[config.mk]
export PLATFORM = sky130hd
export DESIGN_NAME = fdc_engine
export DESIGN_NICKNAME = d
export VERILOG_FILES = /design/src/fdc_pkg.sv /design/src/fdc_engine.sv
export VERILOG_INCLUDE_DIRS = /design/src
export SDC_FILE = /design/constraint.sdc
export NUM_CORES = 1
export LEC_CHECK = 0
export ABC_AREA = 1
export BUFFER_PORTS_ARGS = -buffer_cell sky130_fd_sc_hd__buf_4
export CAP_MARGIN = 20
export CORE_MARGIN = 10
export CORE_UTILIZATION = 28
export DETAILED_ROUTE_END_ITERATION = 7
export GPL_TIMING_DRIVEN = 0
export PLACE_DENSITY_LB_ADDON = 0.3
export RECOVER_POWER = 25
export SYNTH_ARGS = -nofsm -noshare
export SYNTH_HDL_FRONTEND = slang
export SYNTH_SLANG_ARGS = --single-unit
export TNS_END_PERCENT = 30
[constraint.sdc]
create_clock -name pclk -period 2.05 [get_ports pclk]
set_input_delay 0.1025 -clock pclk [delete_from_list [all_inputs] [get_ports pclk]]
set_output_delay 0.1025 -clock pclk [all_outputs]
set_load 0.005 [all_outputs]
[src/fdc_regs.svh]
// How it works
// - Late write byte: lost data, write zero
// - After data: two CRC bytes, FF, gate off
// - Read-ID passes six bytes with requests
// - Read-ID checks CRC, copies track, interrupts
// - Read-track streams index to index, no CRC
// - Read-track keeps read gate off
// - Write-track requests at once, records index-to-index
// - Empty holding register at index aborts
// - Missing track byte is written as zero
// - Write-track presets CRC on mark bytes
// - Single density clock patterns per byte
// - Double density F5/F6 special marks, F7 CRC
// - Force-interrupt ends command, enabled conditions interrupt
// - Zero conditions: end command, no interrupt
// - Immediate interrupt persists until later clear
// - New read-ID, read/write-track or write-sector command sets busy, loads not-ready from the pin, clears the rest (write commands also set request)
// - Force-interrupt clears busy, keeps or reclassifies flags
// - Status is eight flag bits
// - Read/write class status bit layout
`ifndef FDC_REGS_SVH
`define FDC_REGS_SVH
`define ADDR_COMMAND 8'h00
`define ADDR_STATUS 8'h04
`define ADDR_TRACK 8'h08
`define ADDR_SECTOR 8'h0c
`define ADDR_DATA 8'h10
`define ADDR_DRIVE 8'h14
`define ST_BUSY 0
`define ST_REQ 1
`define ST_LOST 2
`define ST_CRC 3
`define ST_MISSING 4
`define ST_FAULT 5
`define ST_PROT 6
`define ST_NRDY 7
`define STATUS_RESET 8'h00
`define CRC_PRESET 16'hffff
`define CMD_READ_ID 4'hc
`define CMD_READ_TRACK 4'he
`define CMD_WRITE_TRACK 4'hf
`define CMD_WRITE_SECTOR 4'ha
`define CMD_FORCE 4'hd
`define BYTE_CYCLES 8'd40
`endif

[src/fdc_pkg.sv]
package fdc_pkg;
	// Encoded byte toward the write serialiser
	typedef struct packed {
		logic [7:0] data;
		logic [7:0] clock;
		logic [7:0] missing;
	} disk_byte_t;
	// Command classes
	typedef enum logic [1:0] {
		CLS_SEEK = 2'd0,
		CLS_READ = 2'd1,
		CLS_WRITE = 2'd2
	} cmd_class_t;
endpackage

[src/fdc_engine.sv]
`timescale 1ns/1ps
`default_nettype none
`include "fdc_regs.svh"
module fdc_engine #(
	parameter int SECTOR_BYTES = 128
) (
	input wire logic pclk,
	input wire logic presetn,
	input wire logic psel,
	input wire logic penable,
	input wire logic pwrite,
	input wire logic [7:0] paddr,
	input wire logic [31:0] pwdata,
	output logic [31:0] prdata,
	output logic pready,
	output logic pslverr,
	input wire logic index_pin,
	input wire logic ready_pin,
	input wire logic density_select_input,
	input wire logic id_address_mark,
	input wire logic rd_strobe,
	input wire logic [7:0] rd_byte,
	input wire logic id_crc_ok,
	output fdc_pkg::disk_byte_t wr_byte,
	output logic wr_strobe,
	output logic write_gate_output,
	output logic read_gate_output,
	output logic crc_preset,
	output logic byte_request,
	output logic irq
);
	import fdc_pkg::*;

	////////////////////////////////////////////////////////////////////////
	// Pin synchronisers
	logic [1:0] idx_s, rdy_s, dd_s;
	logic idx_d, rdy_d;
	always_ff @(posedge pclk or negedge presetn) begin
		if (!presetn) begin
			idx_s <= 2'b00;
			rdy_s <= 2'b00;
			dd_s <= 2'b00;
			idx_d <= 1'b0;
			rdy_d <= 1'b0;
		end else begin
			idx_s <= {idx_s[0], index_pin};
			rdy_s <= {rdy_s[0], ready_pin};
			dd_s <= {dd_s[0], density_select_input};
			idx_d <= idx_s[1];
			rdy_d <= rdy_s[1];
		end
	end
	logic idx_rise, rdy_rise, rdy_fall, mfm;
	assign idx_rise = idx_s[1] & ~idx_d;
	assign rdy_rise = rdy_s[1] & ~rdy_d;
	assign rdy_fall = ~rdy_s[1] & rdy_d;
	assign mfm = ~dd_s[1];

	////////////////////////////////////////////////////////////////////////
	// APB decode
	logic acc, wr_acc, rd_acc;
	assign acc = psel & penable;
	assign wr_acc = acc & pwrite;
	assign rd_acc = acc & ~pwrite;
	logic cmd_wr, data_wr, data_rd, stat_rd;
	assign cmd_wr = wr_acc && paddr == `ADDR_COMMAND;
	assign data_wr = wr_acc && paddr == `ADDR_DATA;
	assign data_rd = rd_acc && paddr == `ADDR_DATA;
	assign stat_rd = rd_acc && paddr == `ADDR_STATUS;

	////////////////////////////////////////////////////////////////////////
	// State machine
	typedef enum logic [6:0] {
		S_IDLE = 7'b0000001,
		S_WAIT_IDX = 7'b0000010,
		S_TRACK = 7'b0000100,
		S_SEC_DATA = 7'b0001000,
		S_CRC1 = 7'b0010000,
		S_CRC2 = 7'b0100000,
		S_FF = 7'b1000000
	} state_t;
	state_t state;
	logic [7:0] status; // Status flags
	logic [7:0] data_reg; // Holding register
	logic [7:0] sector_reg; // Sector register
	logic [3:0] cmd; // Current opcode
	logic [3:0] force_cond; // Force-interrupt conditions
	logic imm_latch; // Immediate interrupt latched
	logic dr_full; // Holding register loaded: by the host on writes, by the disk on reads
	logic [7:0] slot_cnt; // Byte-time counter
	logic [2:0] id_cnt; // Read-ID byte index
	logic [10:0] byte_cnt; // Sector data index
	logic [1:0] crc_pend; // Pending CRC bytes for write-track
	logic slot;
	assign slot = slot_cnt == `BYTE_CYCLES - 8'd1;
	logic busy;
	assign busy = state != S_IDLE;

	// Byte slot timer
	always_ff @(posedge pclk or negedge presetn) begin
		if (!presetn) slot_cnt <= 8'h00;
		else slot_cnt <= slot ? 8'h00 : slot_cnt + 8'd1;
	end

	// Write-track encoder for the holding register byte
	function automatic disk_byte_t encode(input logic [7:0] b, input logic dd);
		disk_byte_t e;
		e.data = b;
		e.clock = 8'hff;
		e.missing = 8'h00;
		if (dd) begin
			if (b == 8'hf5) begin // A1 with missing clock
				e.data = 8'ha1;
				e.missing = 8'h10;
			end else if (b == 8'hf6) begin // C2 with missing clock
				e.data = 8'hc2;
				e.missing = 8'h08;
			end
		end else if (b == 8'hfc) begin
			e.clock = 8'hd7;
		end else if (b >= 8'hf8 && b != 8'hfd && b != 8'hff) begin
			e.clock = 8'hc7;
		end
		return e;
	endfunction

	logic mark_preset;
	assign mark_preset = mfm ? (data_reg == 8'hf5) : (data_reg >= 8'hf8 && data_reg <= 8'hfe);

	// Command sequencing, status and disk output
	always_ff @(posedge pclk or negedge presetn) begin
		if (!presetn) begin
			state <= S_IDLE;
			status <= `STATUS_RESET;
			cmd <= 4'h0;
			force_cond <= 4'h0;
			imm_latch <= 1'b0;
			irq <= 1'b0;
			dr_full <= 1'b0;
			byte_request <= 1'b0;
			data_reg <= 8'h00;
			sector_reg <= 8'h00;
			id_cnt <= 3'd0;
			byte_cnt <= 11'd0;
			crc_pend <= 2'd0;
			wr_byte <= '0;
			wr_strobe <= 1'b0;
			write_gate_output <= 1'b0;
			read_gate_output <= 1'b0;
			crc_preset <= 1'b0;
		end else begin
			wr_strobe <= 1'b0;
			crc_preset <= 1'b0;
			// Host data access clears the request
			if (data_wr) begin
				data_reg <= pwdata[7:0];
				dr_full <= 1'b1;
				byte_request <= 1'b0;
				status[`ST_REQ] <= 1'b0;
			end
			if (data_rd) begin
				dr_full <= 1'b0;
				byte_request <= 1'b0;
				status[`ST_REQ] <= 1'b0;
			end
			// Interrupt clear, only when the immediate latch allows
			if ((cmd_wr || stat_rd) && !imm_latch) irq <= 1'b0;
			else if ((cmd_wr || stat_rd) && imm_latch && cmd == `CMD_FORCE
				&& !(cmd_wr && pwdata[7:4] == `CMD_FORCE)) begin
				irq <= 1'b0;
				imm_latch <= 1'b0;
			end
			// Force-interrupt conditions while armed
			if (state == S_IDLE && cmd == `CMD_FORCE) begin
				if ((force_cond[0] && rdy_rise) || (force_cond[1] && rdy_fall)
					|| (force_cond[2] && idx_rise)) irq <= 1'b1;
			end
			if (cmd_wr && pwdata[7:4] == `CMD_FORCE) begin
				cmd <= `CMD_FORCE;
				force_cond <= pwdata[3:0];
				state <= S_IDLE; // Ends any command
				write_gate_output <= 1'b0;
				read_gate_output <= 1'b0;
				status[`ST_BUSY] <= 1'b0;
				if (!busy) status <= {~rdy_s[1], 6'h00, 1'b0}; // Seek-class meaning
				if (pwdata[3]) begin
					irq <= 1'b1;
					imm_latch <= 1'b1;
				end
			end else if (cmd_wr && !busy) begin
				cmd <= pwdata[7:4];
				status <= 8'h01; // Busy set, rest cleared
				status[`ST_NRDY] <= ~rdy_s[1];
				id_cnt <= 3'd0;
				byte_cnt <= 11'd0;
				crc_pend <= 2'd0;
				dr_full <= 1'b0;
				case (pwdata[7:4])
					`CMD_WRITE_TRACK: begin
						byte_request <= 1'b1; // Request at once
						status[`ST_REQ] <= 1'b1;
						state <= S_WAIT_IDX;
					end
					`CMD_READ_TRACK: state <= S_WAIT_IDX;
					`CMD_READ_ID: state <= S_WAIT_IDX;
					`CMD_WRITE_SECTOR: begin
						byte_request <= 1'b1;
						status[`ST_REQ] <= 1'b1;
						write_gate_output <= 1'b1;
						state <= S_SEC_DATA;
					end
					default: status <= 8'h00;
				endcase
			end else begin
				case (state)
					S_IDLE: begin
					end
					S_WAIT_IDX: begin
						if (cmd == `CMD_READ_ID) begin
							if (id_address_mark) state <= S_TRACK;
						end else if (idx_rise) begin
							if (cmd == `CMD_WRITE_TRACK && !dr_full) begin
								state <= S_IDLE; // Abort
								status[`ST_BUSY] <= 1'b0;
								status[`ST_LOST] <= 1'b1;
								irq <= 1'b1;
							end else begin
								state <= S_TRACK;
								write_gate_output <= cmd == `CMD_WRITE_TRACK;
								read_gate_output <= 1'b0;
							end
						end
					end
					S_TRACK: begin
						if (cmd == `CMD_WRITE_TRACK) begin
							if (idx_rise) begin
								state <= S_IDLE; // Ends at next index
								write_gate_output <= 1'b0;
								status[`ST_BUSY] <= 1'b0;
								irq <= 1'b1;
							end else if (slot) begin
								wr_strobe <= 1'b1;
								if (crc_pend != 2'd0) begin
									wr_byte <= '{data: 8'h00, clock: 8'hff, missing: 8'h00};
									crc_pend <= crc_pend - 2'd1; // Second CRC byte
								end else if (!dr_full) begin
									wr_byte <= '{data: 8'h00, clock: 8'hff, missing: 8'h00};
									status[`ST_LOST] <= 1'b1;
								end else if (data_reg == 8'hf7) begin
									wr_byte <= '{data: 8'h00, clock: 8'hff, missing: 8'h00};
									crc_pend <= 2'd1; // Two CRC bytes
								end else begin
									wr_byte <= encode(data_reg, mfm);
									crc_preset <= mark_preset;
								end
								if (crc_pend == 2'd0) begin
									dr_full <= 1'b0;
									byte_request <= 1'b1;
									status[`ST_REQ] <= 1'b1;
								end
							end
						end else if (cmd == `CMD_READ_TRACK) begin
							if (idx_rise) begin
								state <= S_IDLE;
								status[`ST_BUSY] <= 1'b0;
								irq <= 1'b1;
							end else if (rd_strobe) begin
								data_reg <= rd_byte; // Every byte, no CRC
								if (dr_full) status[`ST_LOST] <= 1'b1;
								dr_full <= 1'b1;
								byte_request <= 1'b1;
								status[`ST_REQ] <= 1'b1;
							end
						end else if (rd_strobe) begin
							data_reg <= rd_byte;
							if (dr_full) status[`ST_LOST] <= 1'b1;
							dr_full <= 1'b1;
							byte_request <= 1'b1;
							status[`ST_REQ] <= 1'b1;
							if (id_cnt == 3'd0) sector_reg <= rd_byte;
							id_cnt <= id_cnt + 3'd1;
							if (id_cnt == 3'd5) begin
								state <= S_IDLE;
								status[`ST_CRC] <= ~id_crc_ok;
								status[`ST_BUSY] <= 1'b0;
								irq <= 1'b1;
							end
						end
					end
					S_SEC_DATA: begin
						if (slot) begin
							wr_strobe <= 1'b1;
							if (dr_full) begin
								wr_byte <= '{data: data_reg, clock: 8'hff, missing: 8'h00};
							end else begin
								wr_byte <= '{data: 8'h00, clock: 8'hff, missing: 8'h00};
								status[`ST_LOST] <= 1'b1;
							end
							dr_full <= 1'b0;
							byte_cnt <= byte_cnt + 11'd1;
							if (byte_cnt == 11'(SECTOR_BYTES - 1)) begin
								state <= S_CRC1;
							end else begin
								byte_request <= 1'b1;
								status[`ST_REQ] <= 1'b1;
							end
						end
					end
					S_CRC1: if (slot) begin
						wr_strobe <= 1'b1; // CRC high byte
						wr_byte <= '{data: 8'h00, clock: 8'hff, missing: 8'h00};
						state <= S_CRC2;
					end
					S_CRC2: if (slot) begin
						wr_strobe <= 1'b1; // CRC low byte
						state <= S_FF;
					end
					S_FF: if (slot) begin
						// Gate stays on through the FF slot, drops one slot later
						if (crc_pend == 2'd0) begin
							wr_strobe <= 1'b1;
							wr_byte <= '{data: 8'hff, clock: 8'hff, missing: 8'h00};
							crc_pend <= 2'd1;
						end else begin
							state <= S_IDLE;
							write_gate_output <= 1'b0;
							status[`ST_BUSY] <= 1'b0;
							irq <= 1'b1;
						end
					end
					default: state <= S_IDLE;
				endcase
			end
		end
	end

	////////////////////////////////////////////////////////////////////////
	// APB read port, one-cycle answer
	always_ff @(posedge pclk or negedge presetn) begin
		if (!presetn) begin
			prdata <= 32'h0;
			pready <= 1'b0;
			pslverr <= 1'b0;
		end else begin
			pready <= psel & ~penable;
			pslverr <= 1'b0;
			prdata <= 32'h0;
			if (psel && !penable && !pwrite) begin
				case (paddr)
					`ADDR_STATUS: prdata <= {24'h0, status};
					`ADDR_SECTOR: prdata <= {24'h0, sector_reg};
					`ADDR_DATA: prdata <= {24'h0, data_reg};
					`ADDR_COMMAND: prdata <= {28'h0, cmd};
					default: pslverr <= 1'b1;
				endcase
			end
		end
	end

	////////////////////////////////////////////////////////////////////////
	// Checks
	property p_busy_irq;
		@(posedge pclk) disable iff (!presetn)
		$fell(status[`ST_BUSY]) && !$past(cmd_wr) |-> irq;
	endproperty
	a_busy_irq: assert property (p_busy_irq) else $error("busy fell without irq");
	property p_rg_off;
		@(posedge pclk) disable iff (!presetn)
		cmd == `CMD_READ_TRACK |-> !read_gate_output;
	endproperty
	a_rg_off: assert property (p_rg_off) else $error("read gate on in track read");
	property p_wg_ff;
		@(posedge pclk) disable iff (!presetn)
		$fell(write_gate_output) && $past(state == S_FF) |-> wr_byte.data == 8'hff;
	endproperty
	a_wg_ff: assert property (p_wg_ff) else $error("gate off without FF");
	property p_req_clr;
		@(posedge pclk) disable iff (!presetn)
		data_wr && state != S_TRACK && state != S_SEC_DATA |=> !byte_request;
	endproperty
	a_req_clr: assert property (p_req_clr) else $error("request not cleared");
	property p_imm;
		@(posedge pclk) disable iff (!presetn)
		cmd_wr && pwdata[7:4] == `CMD_FORCE && pwdata[3] |=> irq ##1 irq;
	endproperty
	a_imm: assert property (p_imm) else $error("immediate irq lost");
	property p_force_busy;
		@(posedge pclk) disable iff (!presetn)
		cmd_wr && pwdata[7:4] == `CMD_FORCE |=> !status[`ST_BUSY] && state == S_IDLE;
	endproperty
	a_force_busy: assert property (p_force_busy) else $error("force left busy");
	property p_abort;
		@(posedge pclk) disable iff (!presetn)
		state == S_WAIT_IDX && cmd == `CMD_WRITE_TRACK && idx_rise && !dr_full && !cmd_wr
		|=> status[`ST_LOST] && irq && !write_gate_output;
	endproperty
	a_abort: assert property (p_abort) else $error("no abort on empty register");
	property p_new_busy;
		@(posedge pclk) disable iff (!presetn)
		cmd_wr && !busy && pwdata[7:4] == `CMD_READ_ID |=> status[`ST_BUSY] && !status[`ST_LOST];
	endproperty
	a_new_busy: assert property (p_new_busy) else $error("busy not set");
	c_wtrack: cover property (@(posedge pclk) state == S_TRACK && cmd == `CMD_WRITE_TRACK);
	c_rid: cover property (@(posedge pclk) cmd == `CMD_READ_ID && $fell(status[`ST_BUSY]));
	c_sec: cover property (@(posedge pclk) $fell(write_gate_output));
endmodule
`default_nettype wire

# Word level (Yosys, flattened, before mapping)
# Cells that the tools add are included.
dict set report totals {
  reg_bits 136
  in_bits 59
  output_inout_bits 64
  word_cells 390
}
dict set report op_classes {
  n_addsub 4
  order_cmp 2
  eq_ne 75
  n_mux 195
  n_bitwise 17
  n_reduce_logical 64
}
# operator n
set op_table {}
lappend op_table {{two-way mux 24 bit} 11}
lappend op_table {{two-way mux 8 bit} 16}
lappend op_table {{two-way mux 7 bit} 16}
lappend op_table {{two-way mux 1 bit} 103}
lappend op_table {{case mux 24 bit (4 select lines)} 1}
lappend op_table {{inequality test 4 bit (second input constant)} 14}
lappend op_table {{case mux 7 bit (7 select lines)} 1}
lappend op_table {{== test 4 bit (second input constant)} 9}
lappend op_table {{two-way mux 11 bit} 3}
lappend op_table {{== test 8 bit (second input constant)} 4}
lappend op_table {{case mux 8 bit (4 select lines)} 1}
lappend op_table {{inequality test 5 bit (second input constant)} 6}
lappend op_table {{two-way mux 2 bit} 14}
lappend op_table {{inequality test 2 bit (second input constant)} 13}
lappend op_table {{two-way mux 3 bit} 8}
lappend op_table {{two-way mux 4 bit} 6}
lappend op_table {{two-way mux 6 bit} 4}
lappend op_table {{AND reduction 12 bit} 2}
lappend op_table {{inequality test 3 bit (second input constant)} 7}
lappend op_table {{logical AND 1 bit} 20}
lappend op_table {{inequality test 6 bit (second input constant)} 3}
lappend op_table {{AND reduction 9 bit} 2}
lappend op_table {{inequality test 8 bit (second input constant)} 2}
lappend op_table {{nonzero test 2 bit} 8}
lappend op_table {{47 further kinds} 83}

# Logic depth before layout (Yosys ltp)
# Gate-level depths: netlist (run 1).
dict set report depth {
  word_depth 18
  ltp_mapped 13
  ltp_nobuf 13
}

# Worst setup path before layout (run 1)
# Ideal clock, no wire load.
dict set report synth_path {
  kind {register -> register}
  start {register slot_cnt[0]}
  end {register wr_byte[12] (netlist bit)}
  setup_time_ps 113
  t_arrival_ps 1574
  required_time_ps 1937
  slack_ps 363
  path_stages_with_launch 14
  n_path_buf 1
  period_less_slack_ps 1687
  cell_sequence {dfrtp_1 -> ha_1 -> inv_1 -> nor2_1 -> nand3_1 -> buf_4 -> nand2_1 -> nand3_1 -> nor2_2 -> nand2_4 -> inv_4 -> nand2_1 -> nand2_1 -> inv_1}
}
dict set report synth_between {
  elab_chain_len 3
  word_cells_on_any_way 6
  classes_between {eq/ne (5); reduce/logical (1)}
}
# element line
set synth_lines {}
lappend synth_lines {{from (decl)} fdc_engine.sv:90} ;# logic [7:0] slot_cnt;
lappend synth_lines {{from (signal assigned)} fdc_engine.sv:102} ;# else slot_cnt <= slot ? 8'h00 : slot_cnt + 8'd1;
lappend synth_lines {{== test 8 x 6 -> 1 bit *} fdc_engine.sv:95} ;# assign slot = slot_cnt == `BYTE_CYCLES - 8'd1;
lappend synth_lines {{inequality test 2 bit (no source line)} n/a}
lappend synth_lines {{AND reduction 10 bit (no source line) *} n/a}
lappend synth_lines {{to (signal assigned)} fdc_engine.sv:244} ;# wr_byte <= '{data: 8'h00, clock: 8'hff, missing: 8'h00};
lappend synth_lines {{to (signal assigned)} fdc_engine.sv:247} ;# wr_byte <= '{data: 8'h00, clock: 8'hff, missing: 8'h00};
lappend synth_lines {{to (signal assigned)} fdc_engine.sv:250} ;# wr_byte <= '{data: 8'h00, clock: 8'hff, missing: 8'h00};
lappend synth_lines {{to (decl)} fdc_engine.sv:24} ;# output fdc_pkg::disk_byte_t wr_byte,
# Every way passes the cells marked *; elsewhere a longest branch is shown, timed or not.
# A chain may end at the register's enable or synchronous reset.

# Final worst setup path (run 1)
dict set report layout_path {
  start {register state[0]}
  end {register wr_byte[12] (netlist bit)}
}
dict set report layout_between {
  elab_chain_len 5
  word_cells_on_any_way 18
  classes_between {eq/ne (12); mux (1); bitwise (1); reduce/logical (4)}
}
# element line
set layout_lines {}
lappend layout_lines {{from (decl)} fdc_engine.sv:82} ;# state_t state;
lappend layout_lines {{from (signal assigned)} fdc_engine.sv:133} ;# state <= S_IDLE;
lappend layout_lines {{from (signal assigned)} fdc_engine.sv:181} ;# state <= S_IDLE;
lappend layout_lines {{from (signal assigned)} fdc_engine.sv:202} ;# state <= S_WAIT_IDX;
lappend layout_lines {{inequality test 7 x 1 -> 1 bit} fdc_engine.sv:97} ;# assign busy = state != S_IDLE;
lappend layout_lines {{zero test 1 bit} fdc_engine.sv:190} ;# end else if (cmd_wr && !busy) begin
lappend layout_lines {{logical AND 1 bit} fdc_engine.sv:190}
lappend layout_lines {{NOT 1 bit (no source line)} n/a}
lappend layout_lines {{AND reduction 10 bit (no source line)} n/a}
# Parallel ways exist; a longest one is shown, timed or not.

==> results.md, run 1 <==
* Outcome: finished, final reports clean
* Mapped Cells at 800
* CP Data Required Time at 2300 ps
* Hold WC Path Type: input pin to flip-flop
* Kind of end point of the critical path: flip-flop
* WP buf/inv at 4
* WL final at 17.0 mm
* IO Pins at 123
* Gr usage total at 12.1%
* Arrival @ worst endpoint at 2190 ps
* Antenna diode count at 0
* Grt ovf at 0
* Most common cell on crit path: nand2_1
* Biggest register: wr_byte
* Layout Nets at 989
* Cell Area, Synth at 5950 um^2
* Power per cell area at 580 nW/um^2
* Worst-path cell chain: inv_1 > nand2_1 > nor2_1 > nand2_4 > inv_2 > nand2_1 > nand3_1 > nor2_4 > nand2_4 > inv_4 > nand2_1 > nand2_1 > inv_1
* Setup WS post-layout at 114 ps
* Worst Clk Skew at 12.6 ps
* Slowest cell on the critical path: dfstp_2
* Util after Layout at 35.7%
* Worst-path fanout max at 8
* Post-detailed-route count of antenna-violating nets at 0
* Clk pwr share at 42.6%
* Max reg flops at 13
* Fill cells at 2293
* Drt drc at 0
* Slew Viols, Final at 0
* WL/cell at 14.1 um
* Synthesized flop and latch total at 97
* Max clock buf depth at 2
* YS warnings at 0
* P_leak at 3.87 nW
* Initial antenna violation count at 0
* Finished Cell Area at 7470 um^2
* Layout cells sized above 1 at 21.2%
* Fmax at 517 MHz
* Worst setup path category: flip-flop to flip-flop
* Die area at 27500 um^2
* Sequential element share of the synthesized area at 40.8%
* Regs by FF count: wr_byte x13, byte_cnt x11
* Critical path startpoint category: flip-flop
* CTS sink cnt at 97
* Number of buffers created by CTS at 9
* Die H at 166 um
* Synth-to-layout area growth at 25.6%
* Via Count at 5371
* Max cap viols at 0
* Place WS at 62.7 ps
* Row Count at 53
* Pre-antenna DRT Iters at 5
* Internal power at 3.14 mW
* Largest stage delay on the critical path at 560 ps
* Clock-pin transition on the worst setup and hold timing paths at 80 ps
* Setup violators final at 0
* Min cycle time layout at 1940 ps
* Via-to-Cell Ratio at 4.46
* Power, Total at 4.34 mW
* CTS tree: built
* Hpwl dp at 13.2 mm
* Worst VDD drop at 0.401 mV
* DRT iter0 DRCs at 325
* Post-synth top flop: dfrtp_1
* Switching Fraction at 27.6%
* Routability cong. at 0.902
* # Post-CTS Setup Buffers at 0
* Starting Density at 28.4%
* Psw at 1.20 mW
* Yosys cell types at 48
* Avg Cell Area, Syn at 7.44 um^2
* Port-buffer cells at 67
* Final cycle utilization of the critical path at 94.4%
* H-tree levels at 3
* DP Area at 6940 um^2
* Root Buffer Master: clkbuf_16
* First-pass GRT wire length at 27.6 mm
* Combinational cell fraction of total power at 11.5%
* Die Width at 166 um
* Vias in the first global route at 5325
* Worst-Margin Slew at 1170 ps
* Post-synth EDFFs at 0
* Final hold violations at 0
* Share of async-settable or async-resettable flops after synthesis at 100%
* Clk_lat worst skew at 360 ps
* Crit path max-delay family: simple AND/OR/NAND/NOR gates
* Largest net degree at the start of global routing at 57
* Core ar. at 21000 um^2
* Reg power frac at 45.9%
* Slew HR at 21.7%
[synth_stat cells (2+ instances only)]
| cell | count | area share, % |
|---|---|---|
| nand3_2 | 3 | 0.50 |
| nand2b_1 | 3 | 0.32 |
| dfrtp_1 | 96 | 40 |
| a21oi_1 | 20 | 1.7 |
| o21ai_1 | 14 | 1.2 |
| nor2_4 | 4 | 0.76 |
| ha_1 | 5 | 1.1 |
| nand2_1 | 202 | 13 |
| nand3_4 | 2 | 0.59 |
| o211ai_1 | 6 | 0.76 |
| nor3_1 | 16 | 1.3 |
| nor2_2 | 10 | 1.1 |
| a211oi_1 | 2 | 0.25 |
| buf_2 | 4 | 0.34 |
| nand4_1 | 9 | 0.95 |
| inv_2 | 11 | 0.69 |
| nand3_1 | 55 | 4.6 |
| a31oi_1 | 5 | 0.53 |
| nand3b_1 | 8 | 1.0 |
| buf_4 | 38 | 4.8 |
| inv_1 | 93 | 5.9 |
| nand2_2 | 8 | 0.84 |
| clkbuf_1 | 2 | 0.13 |
| o21ai_0 | 42 | 3.5 |
| o22ai_1 | 8 | 0.84 |
| buf_6 | 6 | 1.1 |
| nand2_4 | 7 | 1.3 |
| xor2_1 | 10 | 1.5 |
| nor2_1 | 90 | 5.7 |
| nor4_1 | 3 | 0.32 |
[timing repair]
item | 4_1_cts | 5_1_grt
hold buffers | 16 | 0
endpoints found under the setup margin | 0 | 40
resized for setup | 0 | 19
endpoints found under the hold margin | 55 | 0
[final timing paths]
| check | start | to | slack (ps) | cells past startpoint |
|---|---|---|---|---|
| max | state[0] | wr_byte[12] | 110 | 13 |
| min | rd_byte[4] | data_reg[4] | 10 | 3 |
| max reg2reg | state[0] | wr_byte[12] | 110 | 13 |
| min reg2reg | rdy_s[0] | rdy_s[1] | 360 | 0 |
| max in group asynchronous | presetn | dr_full | 680 | 3 |
| min in group asynchronous | presetn | slot_cnt[5] | 510 | 2 |
[cells by family (layout without fill, tap and decap cells)]
| kind of cell | after synthesis | after routing | synth area share [%] |
|---|---|---|---|
| buffers and inverters | 155 | 255 | 13.1 |
| AOI/OAI and AO/OA | 104 | 104 | 9.76 |
| adders and majority gates | 5 | 5 | 1.05 |
| other | 1 | 31 | 0.0630 |
| DFF | 97 | 97 | 40.8 |
| and+or+nand+nor | 428 | 428 | 33.8 |
| xor gates and xnor gates | 10 | 10 | 1.47 |
[cells in the final DEF, fill, tap and decap left out, drive strengths merged, types with 3 or more instances in the layout]
master | Yosys | routed
xor2 | 10 | 10
clkbuf | 2 | 17
o211ai | 6 | 6
nor3 | 18 | 18
buf | 48 | 110
nor4 | 3 | 3
o22ai | 8 | 8
inv | 105 | 108
nand2 | 217 | 217
conb | 1 | 31
nand3b | 8 | 8
o21ai | 57 | 57
a31oi | 5 | 5
nand4 | 11 | 11
a21oi | 21 | 21
dfrtp | 96 | 96
ha | 5 | 5
nor2 | 105 | 105
dlygate4sd3 | 0 | 16
nand3 | 60 | 60
nand2b | 3 | 3
[per-layer routing]
layer	global-route usage [%]	vias to the layer above	share of wire [%]
li1	-	2740	-
met1	15.7	2507	48
met2	19.4	111	46
met3	3.29	13	4.7
met4	2.58	0	0.95
met5	0	-	0
[power by group through the flow]
stage / registers, mW / clock network, mW / logic, mW
after global routing: 2.00 / 1.98 / 0.559
after floorplan: 2.02 / 0 / 0.278
after detailed placement: 2.03 / 0 / 0.466
after CTS: 1.99 / 1.91 / 0.492
final: 1.99 / 1.85 / 0.500
after global placement: 2.03 / 0 / 0.457
[worst reg2reg max path, stage by stage, from the launching register on]
cell and delay [ps]:
dfstp_2 560, inv_1 70, nand2_1 90, nor2_1 70
nand2_4 90, inv_2 80, nand2_1 190, nand3_1 150
nor2_4 180, nand2_4 100, inv_4 100, nand2_1 60
nand2_1 50, inv_1 30
[through the flow]
| stage | setup TNS (ps) | hold slack, ps | cells |
|---|---|---|---|
| after floorplan | 0 | -193 | 830 |
| after global placement | 0 | 212 | 1172 |
| after detailed placement | 0 | 149 | 1173 |
| after CTS | 0 | 1.75 | 1205 |
| after global routing | -67.1 | 2.29 | 1205 |
| final | 0 | 11.2 | 1205 |
[final cells by class]
cell class              instances  area, um^2  area share, %
clock buffers                   9         225           3.01
repair buffers                 84         684           9.16
plain buffers                  50         387           5.17
clock inverters                 7        96.3           1.29
inverters                     105         397           5.31
flip-flops and latches         97        2430           32.5
well taps                     275         344           4.60
multi-input cells             578        2910           38.9
Note: power is estimated with default switching activity, not from simulation.
==> inputs of run 2 (changes only) <==
PLACE_DENSITY_LB_ADDON = not set   (was 0.3)
==> results.md, run 2 (same netlist as run 1, synthesis figures left out) <==
* Outcome: finished, final reports clean
* Slew HR at 10.1% (-12 points)
* Multi-input gate area at 2940 um^2 (+1.0%)
* H-tree levels at 3 (unchanged)
* FF+latch area at 2430 um^2 (unchanged)
* Worst VDD drop at 0.384 mV (-4.2%)
* Gr usage total at 12.1% (+0.073 points)
* Antenna diode count at 0 (unchanged)
* Hpwl dp at 13.3 mm (+0.74%)
* Slew Viols, Final at 0 (unchanged)
* DRT iter0 DRCs at 333 (+2.5%)
* Clk_lat worst skew at 360 ps (about the same)
* Worst setup path category: flip-flop to flip-flop
* Setup violators final at 0 (unchanged)
* Max cap viols at 0 (unchanged)
* Synth-to-layout area growth at 25.8%
* Starting Density at 28.4% (unchanged)
* Commonest non-fill, non-tap cell in the layout: nand2_1
* Core ar. at 21000 um^2 (unchanged)
* Layout cells sized above 1 at 21.6% (+0.43 points)
* WL/cell at 14.0 um (-0.52%)
* Largest net degree at the start of global routing at 51 (-11%)
* Critical path startpoint category: flip-flop
* Die area at 27500 um^2 (unchanged)
* Place WS at 23.1 ps (-39.6 ps)
* Fill cells at 2281 (-0.52%)
* Power per cell area at 569 nW/um^2 (-2.0%)
* Via-to-Cell Ratio at 4.49 (+0.69%)
* Die Width at 166 um (unchanged)
* WL final at 16.9 mm (-0.52%)
* Final cycle utilization of the critical path at 93.2% (-1.2 points)
* Row Count at 53 (unchanged)
* Hold WC Path Type: input pin to flip-flop
* Crit path max-delay family: simple AND/OR/NAND/NOR gates
* Setup TNS at 0 ps (unchanged)
* Drt drc at 0 (unchanged)
* CP Data Required Time at 2300 ps (about the same)
* Arrival @ worst endpoint at 2170 ps (-20 ps)
* Port-buffer cells at 67 (unchanged)
* Unrepaired setup endpoints after global routing: false
* Worst Clk Skew at 12.2 ps (-0.452 ps)
* Number of buffers created by CTS at 9 (unchanged)
* Power, Total at 4.26 mW (-1.9%)
* Routability cong. at 0.904 (+0.22%)
* Grt ovf at 0 (unchanged)
* Worst-path cell chain: ha_1 > inv_1 > nor3_2 > nand2_1 > nand2_1 > nand2_1 > nor2_1 > nand2_1 > nand2_2 > nand2_4 > nand2_1 > nand2_1
* CTS tree: built
* Max reg flops at 13 (unchanged)
* Root Buffer Master: clkbuf_16
* Final hold violations at 0 (unchanged)
* Setup WS post-layout at 139 ps (+24.9 ps)
* Slowest cell on the critical path: dfrtp_2
* First-pass GRT wire length at 27.9 mm (+1.1%)
* P_leak at 3.87 nW (about the same)
* Clock-pin transition on the worst setup and hold timing paths at 70 ps (about the same)
* Via Count at 5408 (+0.69%)
* Most frequent cells in the layout: nand2_1 (201), buf_4 (102), dfrtp_1 (95)
* Layout Nets at 989 (unchanged)
* IO Pins at 123 (unchanged)
* Pre-antenna DRT Iters at 5 (unchanged)
* Largest stage delay on the critical path at 420 ps (-140 ps)
* Die H at 166 um (unchanged)
* Kind of end point of the critical path: flip-flop
* Worst-path fanout max at 7 (-1)
* Vias in the first global route at 5397 (+1.4%)
* Most common cell on crit path: nand2_1
* Max clock buf depth at 2 (unchanged)
* CTS sink cnt at 97 (unchanged)
* Initial antenna violation count at 0 (unchanged)
* Worst-Margin Slew at 1350 ps (+174 ps)
* Biggest register: wr_byte
* Min cycle time layout at 1910 ps (-24.9 ps)
* Fmax at 523 MHz (+1.3%)
* Regs by FF count: wr_byte x13, byte_cnt x11
* WP buf/inv at 1 (-3)
* Post-detailed-route count of antenna-violating nets at 0 (unchanged)
## run 2: area by class of cell
cell class,count,share of cell area [%]
Tap cell,275,4.60
Clock buffer,11,3.24
Sequential cell,97,32.5
Clock inverter,5,0.836
Buffer,50,5.13
Multi-Input combinational cell,578,39.3
Timing Repair Buffer,84,9.13
Inverter,105,5.30
## run 2: power by group
group          switching, mW  internal [mW]
clock network          0.774          0.989
logic                  0.303          0.196
registers             0.0347           1.96
total                   1.11           3.15
## run 2: through the flow
| step | std cells | hold slack, ps | area (um^2) | util, % |
|---|---|---|---|---|
| after global routing | 1205 | 9.81 | 7480 | 35.7 |
| final | 1205 | 16.3 | 7480 | 35.7 |
| after CTS | 1203 | 10.1 | 7380 | 35.2 |
| after floorplan | 830 | -193 | 6060 | - |
| after detailed placement | 1173 | 192 | 6940 | 33.1 |
| after global placement | 1172 | 213 | 6910 | 33.0 |
## run 2: final timing paths
check | from | endpoint | slack (ps) | cells past startpoint
min in group asynchronous | presetn | slot_cnt[3] | 600 | 2
worst min-delay path | rd_byte[7] | sector_reg[7] | 20 | 3
max in group asynchronous | presetn | cmd[2] | 570 | 3
worst max-delay path | byte_cnt[0] | state[2] | 140 | 12
worst max register to register | byte_cnt[0] | state[2] | 140 | 12
worst min register to register | rdy_s[0] | rdy_s[1] | 350 | 0
## run 2: what timing repair did
item,4_1_cts,5_1_grt
endpoints found under the hold margin,60,0
resized for setup,0,24
setup endpoints to repair,0,48
hold buffers,14,0
setup buffers,0,2
## run 2: worst register-to-register path, delay by kind of cell (launching register included)
kind | cells | cell delay (ps)
adder cells (fa/ha/maj) | 1 | 210
flip-flops | 1 | 420
buffers and inverters | 1 | 100
AND/OR/NAND/NOR | 10 | 1100
## run 2: routing by layer
metal  up-vias  share of wire [%]  track usage (%)
met5         -                  0                0
met4         0                1.7             3.00
met3        18                4.8             2.91
met2       121                 46             19.6
met1      2526                 47             15.9
li1       2743                  -                -
